File: src/shared/pcflow_pkg.sv
// constants, op codes and carrier structs for the program flow block
package pcflow_pkg;
   // widths
   localparam int PC_W = 13;
   localparam int OPND_W = 11;
   localparam int INSTR_W = 14;
   localparam int DATA_W = 8;
   localparam int DADDR_W = 9;
   localparam int LOC_W = 7;
   localparam int STK_DEPTH = 8;
   localparam int SP_W = 3;
   // register byte offsets on the apb bus
   localparam logic [11:0] OFS_PC_LOW = 12'h000;
   localparam logic [11:0] OFS_LATCH_HIGH = 12'h004;
   localparam logic [11:0] OFS_FSEL_PTR = 12'h008;
   localparam logic [11:0] OFS_BANK_STAT = 12'h00C;
   localparam logic [11:0] OFS_FLOW_STAT = 12'h010;
   // field positions
   localparam int BIT_IND_BANK = 7;
   localparam int BIT_BANK_HI = 6;
   localparam int BIT_BANK_LO = 5;
   localparam int LATCH_FULL_MSB = 4;
   localparam int LATCH_JMP_LSB = 3;
   // reset and fixed values
   localparam logic [PC_W-1:0] PC_RST = 13'h0000;
   localparam logic [PC_W-1:0] PC_ONE = 13'h0001;
   localparam logic [PC_W-1:0] IRQ_VECTOR = 13'h0004;
   localparam logic [DATA_W-1:0] BYTE_ZERO = 8'h00;
   localparam logic [LOC_W-1:0] LOC_INDIRECT = 7'h00;
   localparam logic [SP_W-1:0] SP_RST = 3'h0;
   localparam logic [SP_W-1:0] SP_ONE = 3'h1;
   localparam logic [31:0] APB_ZERO = 32'h0000_0000;

   // operations that the decoder hands over in the execute stage
   typedef enum logic [2:0] {
      OP_NONE = 3'b000,
      OP_SUB_JUMP = 3'b001,
      OP_JUMP = 3'b010,
      OP_SUB_EXIT = 3'b011,
      OP_EXIT_LIT = 3'b100,
      OP_IRQ_EXIT = 3'b101,
      OP_IRQ_ENTER = 3'b110,
      OP_PC_LOW_WR = 3'b111
   } flow_op_t;

   // execute-stage request from the decoder
   typedef struct packed {
      logic valid;
      flow_op_t op;
      logic [OPND_W-1:0] operand;
      logic [DATA_W-1:0] data;
   } exec_req_t;

   // data memory access request from the decoder
   typedef struct packed {
      logic valid;
      logic wr;
      logic [LOC_W-1:0] loc;
      logic [DATA_W-1:0] wdata;
   } data_req_t;

   // access issued to the data register file
   typedef struct packed {
      logic re;
      logic we;
      logic [DADDR_W-1:0] addr;
      logic [DATA_W-1:0] wdata;
   } data_acc_t;
endpackage : pcflow_pkg

File: src/program_counter_stack_indirect.sv
// program counter, return stack, indirect addressing and fetch stage
// How it works
// - program counter is 13 bits; low byte is a readable, writable register
// - upper counter bits never read or written directly; come from the latch
// - every reset clears the whole program counter to zero
// - writing the low byte loads upper five bits from latch bits 4..0
// - subroutine and plain jumps take top two bits from latch bits 4..3
// - eight deep, 13 bit return stack; its pointer is hidden from software
// - subroutine jump or interrupt entry pushes the program counter
// - subroutine exit, exit with literal and interrupt exit pop the stack
// - pushes and pops leave the latch register untouched
// - stack wraps; ninth push overwrites first, tenth overwrites second
// - no overflow or underflow flag exists; wrapping is silent
// - indirect port has no storage; access goes to the pointed location
// - indirect read of the indirect port itself returns zero
// - indirect write of the indirect port itself stores nothing
// - indirect address is bank select bit above the eight pointer bits
// - two stage fetch and execute; branches cost one flushed cycle
// - 14 bit instruction bus kept apart from the 8 bit data path
`timescale 1ns/1ps
`default_nettype none
module program_counter_stack_indirect
   import pcflow_pkg::*;
(
   // clock and reset
   input wire logic mclk,
   input wire logic srst,
   // apb register port
   input wire logic psel,
   input wire logic penable,
   input wire logic pwrite,
   input wire logic [11:0] paddr,
   input wire logic [31:0] pwdata,
   output logic [31:0] prdata,
   output logic pready,
   output logic pslverr,
   // instruction fetch bus
   output logic [pcflow_pkg::PC_W-1:0] fetch_addr,
   input wire logic [pcflow_pkg::INSTR_W-1:0] fetch_word,
   output logic [pcflow_pkg::INSTR_W-1:0] exec_word,
   output logic exec_word_valid,
   // execute stage requests from the decoder
   input wire pcflow_pkg::exec_req_t exec_req,
   input wire pcflow_pkg::data_req_t data_req,
   // data register file side
   output pcflow_pkg::data_acc_t data_acc,
   input wire logic [pcflow_pkg::DATA_W-1:0] data_rdata,
   output logic [pcflow_pkg::DATA_W-1:0] rd_data,
   output logic rd_valid
);
   import pcflow_pkg::*;

   ////////////////////////////////////////////////////////////////////////
   // state
   logic [PC_W-1:0] pc_ff, nxt_pc;
   logic [DATA_W-1:0] latch_ff, nxt_latch;
   logic [DATA_W-1:0] fsel_ff, nxt_fsel;
   logic [2:0] bank_ff, nxt_bank;
   logic [SP_W-1:0] sp_ff, nxt_sp;
   logic [PC_W-1:0] stack_ff [STK_DEPTH];
   logic push_en;
   logic [INSTR_W-1:0] word_ff, nxt_word;
   logic valid_ff, nxt_valid;
   logic branch;
   data_acc_t acc_ff, nxt_acc;
   logic zero_ff, nxt_zero;
   logic rsel_ff, nxt_rsel;
   logic [DATA_W-1:0] rd_ff, nxt_rd;
   logic rv_ff, nxt_rv;
   logic apb_wr, apb_rd, mapped;
   logic [31:0] rdmux;

   ////////////////////////////////////////////////////////////////////////
   // apb decode; every access completes with no wait states
   always_comb begin
      apb_wr = psel && penable && pwrite;
      apb_rd = psel && !pwrite;
      mapped = (paddr == OFS_PC_LOW) || (paddr == OFS_LATCH_HIGH) ||
               (paddr == OFS_FSEL_PTR) || (paddr == OFS_BANK_STAT) ||
               (paddr == OFS_FLOW_STAT);
      rdmux = APB_ZERO;
      case (paddr)
         OFS_PC_LOW: rdmux = {24'h00_0000, pc_ff[DATA_W-1:0]};
         OFS_LATCH_HIGH: rdmux = {24'h00_0000, latch_ff};
         OFS_FSEL_PTR: rdmux = {24'h00_0000, fsel_ff};
         OFS_BANK_STAT: rdmux = {24'h00_0000, bank_ff, 5'h00};
         OFS_FLOW_STAT: rdmux = {31'h0000_0000, valid_ff};
         default: rdmux = APB_ZERO;
      endcase
   end

   assign pready = 1'b1;
   assign pslverr = psel && penable && !mapped;
   assign prdata = (apb_rd && mapped) ? rdmux : APB_ZERO;

   ////////////////////////////////////////////////////////////////////////
   // program counter and return stack next state
   always_comb begin
      nxt_pc = pc_ff + PC_ONE;
      nxt_sp = sp_ff;
      push_en = 1'b0;
      branch = 1'b0;
      if (exec_req.valid) begin
         case (exec_req.op)
            OP_SUB_JUMP: begin
               push_en = 1'b1;
               nxt_sp = sp_ff + SP_ONE;
               nxt_pc = {latch_ff[LATCH_FULL_MSB:LATCH_JMP_LSB],
                         exec_req.operand};
               branch = 1'b1;
            end
            OP_JUMP: begin
               nxt_pc = {latch_ff[LATCH_FULL_MSB:LATCH_JMP_LSB],
                         exec_req.operand};
               branch = 1'b1;
            end
            OP_SUB_EXIT, OP_EXIT_LIT, OP_IRQ_EXIT: begin
               nxt_sp = sp_ff - SP_ONE;
               nxt_pc = stack_ff[sp_ff - SP_ONE];
               branch = 1'b1;
            end
            OP_IRQ_ENTER: begin
               push_en = 1'b1;
               nxt_sp = sp_ff + SP_ONE;
               nxt_pc = IRQ_VECTOR;
               branch = 1'b1;
            end
            OP_PC_LOW_WR: begin
               nxt_pc = {latch_ff[LATCH_FULL_MSB:0], exec_req.data};
               branch = 1'b1;
            end
            default: begin
               branch = 1'b0;
            end
         endcase
      end else if (apb_wr && paddr == OFS_PC_LOW) begin
         nxt_pc = {latch_ff[LATCH_FULL_MSB:0], pwdata[DATA_W-1:0]};
         branch = 1'b1;
      end
   end

   // counter and stack registers; stack contents cleared with the rest
   always_ff @(posedge mclk) begin
      if (srst) begin
         pc_ff <= PC_RST;
         sp_ff <= SP_RST;
         for (int i = 0; i < STK_DEPTH; i++) begin
            stack_ff[i] <= PC_RST;
         end
      end else begin
         pc_ff <= nxt_pc;
         sp_ff <= nxt_sp;
         if (push_en) begin
            stack_ff[sp_ff] <= pc_ff;
         end
      end
   end

   ////////////////////////////////////////////////////////////////////////
   // software registers: latch, pointer and bank bits; only apb writes
   always_comb begin
      nxt_latch = latch_ff;
      nxt_fsel = fsel_ff;
      nxt_bank = bank_ff;
      if (apb_wr) begin
         case (paddr)
            OFS_LATCH_HIGH: nxt_latch = pwdata[DATA_W-1:0];
            OFS_FSEL_PTR: nxt_fsel = pwdata[DATA_W-1:0];
            OFS_BANK_STAT: nxt_bank = pwdata[BIT_IND_BANK:BIT_BANK_LO];
            default: nxt_latch = latch_ff;
         endcase
      end
   end

   always_ff @(posedge mclk) begin
      if (srst) begin
         latch_ff <= BYTE_ZERO;
         fsel_ff <= BYTE_ZERO;
         bank_ff <= 3'h0;
      end else begin
         latch_ff <= nxt_latch;
         fsel_ff <= nxt_fsel;
         bank_ff <= nxt_bank;
      end
   end

   ////////////////////////////////////////////////////////////////////////
   // fetch stage; a branch discards the word already fetched
   always_comb begin
      nxt_word = fetch_word;
      nxt_valid = !branch;
   end

   always_ff @(posedge mclk) begin
      if (srst) begin
         word_ff <= 14'h0000;
         valid_ff <= 1'b0;
      end else begin
         word_ff <= nxt_word;
         valid_ff <= nxt_valid;
      end
   end

   assign fetch_addr = pc_ff;
   assign exec_word = word_ff;
   assign exec_word_valid = valid_ff;

   ////////////////////////////////////////////////////////////////////////
   // data address forming and indirect port handling
   logic ind_sel, self_sel;
   logic [DADDR_W-1:0] ind_addr, dir_addr;
   always_comb begin
      ind_sel = (data_req.loc == LOC_INDIRECT);
      ind_addr = {bank_ff[2], fsel_ff};
      dir_addr = {bank_ff[1:0], data_req.loc};
      self_sel = ind_sel && (fsel_ff[LOC_W-1:0] == LOC_INDIRECT);
      nxt_acc.addr = ind_sel ? ind_addr : dir_addr;
      nxt_acc.wdata = data_req.wdata;
      nxt_acc.we = data_req.valid && data_req.wr && !self_sel;
      nxt_acc.re = data_req.valid && !data_req.wr && !self_sel;
      nxt_zero = self_sel;
      nxt_rsel = data_req.valid && !data_req.wr;
      nxt_rd = zero_ff ? BYTE_ZERO : data_rdata;
      nxt_rv = rsel_ff;
   end

   always_ff @(posedge mclk) begin
      if (srst) begin
         acc_ff <= '0;
         zero_ff <= 1'b0;
         rsel_ff <= 1'b0;
         rd_ff <= BYTE_ZERO;
         rv_ff <= 1'b0;
      end else begin
         acc_ff <= nxt_acc;
         zero_ff <= nxt_zero;
         rsel_ff <= nxt_rsel;
         rd_ff <= nxt_rd;
         rv_ff <= nxt_rv;
      end
   end

   assign data_acc = acc_ff;
   assign rd_data = rd_ff;
   assign rd_valid = rv_ff;

   ////////////////////////////////////////////////////////////////////////
   // checks
   a_reset_clears_pc: assert property (@(posedge mclk)
      srst |=> (pc_ff == PC_RST))
      else $error("pc not zero after reset");

   a_pcl_write_load: assert property (@(posedge mclk) disable iff (srst)
      (exec_req.valid && exec_req.op == OP_PC_LOW_WR) |=>
      (pc_ff == {$past(latch_ff[4:0]), $past(exec_req.data)}))
      else $error("low byte write loaded wrong counter");

   a_jump_target: assert property (@(posedge mclk) disable iff (srst)
      (exec_req.valid && exec_req.op inside {OP_JUMP, OP_SUB_JUMP}) |=>
      (pc_ff == {$past(latch_ff[4:3]), $past(exec_req.operand)}))
      else $error("jump target wrong");

   a_call_return_pair: assert property (@(posedge mclk)
      disable iff (srst)
      (exec_req.valid && exec_req.op == OP_SUB_JUMP) ##2
      (exec_req.valid && exec_req.op == OP_SUB_EXIT) |=>
      (pc_ff == $past(pc_ff, 3)))
      else $error("return did not restore pushed counter");

   a_irq_push_vector: assert property (@(posedge mclk)
      disable iff (srst)
      (exec_req.valid && exec_req.op == OP_IRQ_ENTER) |=>
      (pc_ff == IRQ_VECTOR) && (stack_ff[$past(sp_ff)] == $past(pc_ff)))
      else $error("interrupt entry push or vector wrong");

   a_latch_kept_stack: assert property (@(posedge mclk)
      disable iff (srst)
      (exec_req.valid && !(apb_wr && paddr == OFS_LATCH_HIGH)) |=>
      $stable(latch_ff))
      else $error("latch changed by flow operation");

   a_stack_wraps: assert property (@(posedge mclk) disable iff (srst)
      (sp_ff == 3'h7 && exec_req.valid && exec_req.op == OP_SUB_JUMP)
      |=> (sp_ff == 3'h0))
      else $error("stack pointer did not wrap");

   a_self_read_zero: assert property (@(posedge mclk) disable iff (srst)
      (data_req.valid && !data_req.wr && data_req.loc == LOC_INDIRECT &&
      fsel_ff[6:0] == LOC_INDIRECT) |=> ##1 rd_valid && rd_data == 8'h00)
      else $error("indirect self read not zero");

   a_self_write_none: assert property (@(posedge mclk) disable iff (srst)
      (data_req.valid && data_req.loc == LOC_INDIRECT &&
      fsel_ff[6:0] == LOC_INDIRECT) |=> !data_acc.we && !data_acc.re)
      else $error("indirect self access reached memory");

   a_indirect_addr: assert property (@(posedge mclk) disable iff (srst)
      (data_req.valid && data_req.loc == LOC_INDIRECT) |=>
      data_acc.addr == {$past(bank_ff[2]), $past(fsel_ff)})
      else $error("indirect address wrong");

   a_direct_addr: assert property (@(posedge mclk) disable iff (srst)
      (data_req.valid && data_req.loc != LOC_INDIRECT) |=>
      data_acc.addr == {$past(bank_ff[1:0]), $past(data_req.loc)})
      else $error("direct address wrong");

   a_branch_flush: assert property (@(posedge mclk) disable iff (srst)
      (exec_req.valid && exec_req.op != OP_NONE) |=> !exec_word_valid
      ##1 (exec_word_valid || $past(branch)))
      else $error("branch did not flush exactly one slot");

   a_seq_fetch: assert property (@(posedge mclk) disable iff (srst)
      (!branch) |=> pc_ff == $past(pc_ff) + 13'h0001)
      else $error("counter did not advance");
endmodule : program_counter_stack_indirect
`default_nettype wire

File: config.mk
export PLATFORM = sky130hd
export DESIGN_NAME = program_counter_stack_indirect
export DESIGN_NICKNAME = d
export VERILOG_FILES = /design/src/shared/pcflow_pkg.sv /design/src/program_counter_stack_indirect.sv
export SDC_FILE = /design/constraint.sdc
export NUM_CORES = 1
export LEC_CHECK = 0
export BUFFER_PORTS_ARGS = -buffer_cell sky130_fd_sc_hd__buf_2
export CORE_MARGIN = 2
export CORE_UTILIZATION = 40
export CTS_CLUSTER_DIAMETER = 50
export DETAILED_ROUTE_END_ITERATION = 10
export PLACE_DENSITY = 0.71
export SYNTH_ARGS = -nofsm -noshare
export SYNTH_HDL_FRONTEND = slang
export SYNTH_SLANG_ARGS = --single-unit
File: constraint.sdc
create_clock -name mclk -period 8.6 [get_ports mclk]
set_input_delay 1.72 -clock mclk [delete_from_list [all_inputs] [get_ports mclk]]
set_output_delay 1.72 -clock mclk [all_outputs]
set_load 0.01 [all_outputs]
==> summary.md <==
| Metric | Value |
|---|---|
| Cell Area, Synth | 8490 µm² |
| # fillers | 1,906 |
| Die W | 150 µm |
| Area post-placement | 9380 µm² |
| Hold WC Path Type | reg -> reg |
| Setup TNS | 0 ns |
| Max-cap violations | 0 |
| Dpl ws | 3.60 ns |
| Placeable core area | 20,900 µm² |
| CTS Sinks | 184 |
| Final Setup Violations | 0 |
| Global-route wire length before repair | 32.7 mm |
| Top achievable clock speed | 0.201 GHz |
| Antenna-violating nets left | 0 |
| Postcts setup bufs | 0 |
| # H-tree levels | 4 |
| Post-DP HPWL | 15.0 mm |
| Initial antenna violation count | 0 |
| Relative slew slack | 23.2% |
| Gr usage total | 19.2% |
| Cell variety after synth | 67 |
| Worst Path Required | 6.88 ns |
| Ys async rst share | 0% |
| Post-synthesis area per instance | 11.6 µm² |
| Num CTS Buffers | 17 |
| RSZ-0062 raised after global routing | no |
| TritonCTS clock tree | built |
| Final core area utilization | 47.5% |
| Fin. Hold Viols | 0 |
| Peak supply drop | 0.159 mV |
| Clk_lat worst skew | 0.44 ns |
| Post-synth top area cell | edfxtp_1 |
| Pwr per Cell Area | 197 nW/µm² |
| Main flop type after synthesis | edfxtp_1 |
| Diode count | 0 |
| Root Driver | clkbuf_16 |
| Sequential cell area | 4730 µm² |
| DRC viols | 0 |
| # IOs | 201 |
| Worst-margin pin slew | 1.15 ns |
| Largest net degree at the start of global routing | 72 |
| Worst reg2reg setup slack | 4.63 ns |
| Area of the multi-input gates | 3410 µm² |
| Die area | 22,400 µm² |
| LEAKAGE | 4.00 nW |
| WP data arrival | 3.27 ns |
| Synth Register Bits | 184 |
| CTS Hold Bufs | 0 |
| Final max-slew violation count | 0 |
| Area delta synth->final | 17.0% |
| Max FO, Critical Path | 7 |
| Worst setup path class | in -> out |
| Synth area leaders | edfxtp_1, dfxtp_1, mux4_2, and2_1, mux2i_1 |
| Synth warnings | 0 |
| Startpoint types | primary input |
| Worst-path clk slew | 0.07 ns |
| Syn Inst Count | 730 |
| Grt total ovfl | 0 |
| Fraction of final layout cells sized beyond drive strength 1 | 27.3% |
| Status | completed |
| Vias in the first global route | 6,054 |
| Cells resized by post-CTS repair | 0 |
| Die H | 150 µm |
| Drt pass-1 iters | 5 |
| Post-route design area | 9930 µm² |
| Final clock skew | 0.0106 ns |
| Slack of the critical path | 3.61 ns |
| Number of port buffers | 151 |
| Buffer depth of the longest clock path | 2 |
| RePlAce Congestion | 0.862 |
| Routed WL | 21.2 mm |
| # rows | 53 |
| Tcrit/Tclk final | 58.0% |
| Vias per cell | 5.26 |
| Net count, final | 979 |
| Yosys top cell area share | 36.8% |
| Sequential fraction of the synthesis area | 55.7% |
| Mean routed wirelength per cell | 18.4 µm |
| DR iter-0 viols | 475 |
| CP Capture Type | primary output |
| Starting Density | 40.6% |
| Post-synth EDFFs | 104 |
| Via Count | 6,063 |
| Final min period | 4.99 ns |
per-stage QoR:
step	total power (W)	hold WS, ns	std cells
floorplan	0.00116	0.414	753
global placement	0.00123	0.429	1121
detailed placement	0.00124	0.433	1121
CTS	0.00196	0.449	1153
global route	0.00202	0.463	1153
finish	0.00195	0.441	1153
sequential cells by signal, indices dropped and copies added (netlist names):
signal           cells
exec_word_valid      1
fsel_ff              8
rd_valid             1
stack_ff           104
exec_word           14
bank_ff              3
rd_data              8
data_acc            19
latch_ff             8
sp_ff                3
fetch_addr          13
nxt_rv               1
zero_ff              1
synth_stat cells, drive strengths merged, types with 18 or more instances:
cell type  instances
mux2i             25
mux4              29
clkbuf            33
nand2             44
nor3              29
nor2              52
nor2b             28
o21ai             18
dfxtp             80
a21oi             33
buf               35
edfxtp           104
and2              90
report_power, final:
group          leakage (nW)  switching, W  internal [W]
registers              1.73     0.0000363      0.000961
clock network         0.273      0.000349      0.000384
logic                  2.00      0.000125     0.0000968
placed cells by master, fill, tap and decap left out, drive strengths merged, types with 3 or more instances in the layout:
master and count:
a21oi 33, a21o 3, buf 161, mux4 29, clkbuf 18, dfxtp 80, nand3 12, nor2 52
inv 23, nor2b 28, a22o 3, edfxtp 104, or2 3, xor2 9, a221o 4, a222oi 3
nand2 44, clkinv 7, or4 4, nor4 10, xnor2 6, nand3b 4, nor3 29, a22oi 4
o21ai 18, conb 25, ha 3, nand2b 6, mux2i 25, maj3 5, and2 90
cell families after synthesis:
| kind of cell | share of synthesized area, % |
|---|---|
| xor+xnor | 1.55 |
| compound gates | 6.72 |
| fa+ha+maj | 1.03 |
| other cells | 0.0885 |
| buf+inv | 5.15 |
| mux | 11.0 |
| simple gates | 18.8 |
| flops | 55.7 |
path summary, 6_finish.rpt:
kind	to	cells past startpoint	startpoint
worst max register to register	fetch_addr[10]$_SDFF_PP0_	7	sp_ff[0]$_SDFFE_PP0P_
worst min-delay path	rd_valid$_SDFF_PP0_	1	nxt_rv$_SDFF_PP0_
worst max-delay path	prdata[6]	7	paddr[9]
worst min register to register	rd_valid$_SDFF_PP0_	1	nxt_rv$_SDFF_PP0_
layer usage:
layer  up-vias  routed length, µm  share of wire, %  track usage (%)
li1       2834                  -                 -                -
met4         0                378               1.8             6.08
met5         -                  0                 0                0
met2       240              10500                50             32.4
met3        29               1490               7.0             3.81
met1      2960               8810                42             25.0
layout make-up:
| cell class | count | area share [%] |
|---|---|---|
| Tap cell | 275 | 3.47 |
| Multi-Input combinational cell | 484 | 34.4 |
| Clock buffer | 18 | 4.42 |
| Inverter | 17 | 0.643 |
| Clock inverter | 14 | 1.13 |
| Timing Repair Buffer | 161 | 8.37 |
| Sequential cell | 184 | 47.6 |
worst max-delay path, cell delays in order:
cell and delay (ns):
buf_2 0.09, or4_4 0.54, nor3_1 0.24, nand3b_1 0.13
nand2b_1 0.26, nor2b_1 0.14, buf_2 0.14
No activity file was read; power rests on OpenSTA's default activity.
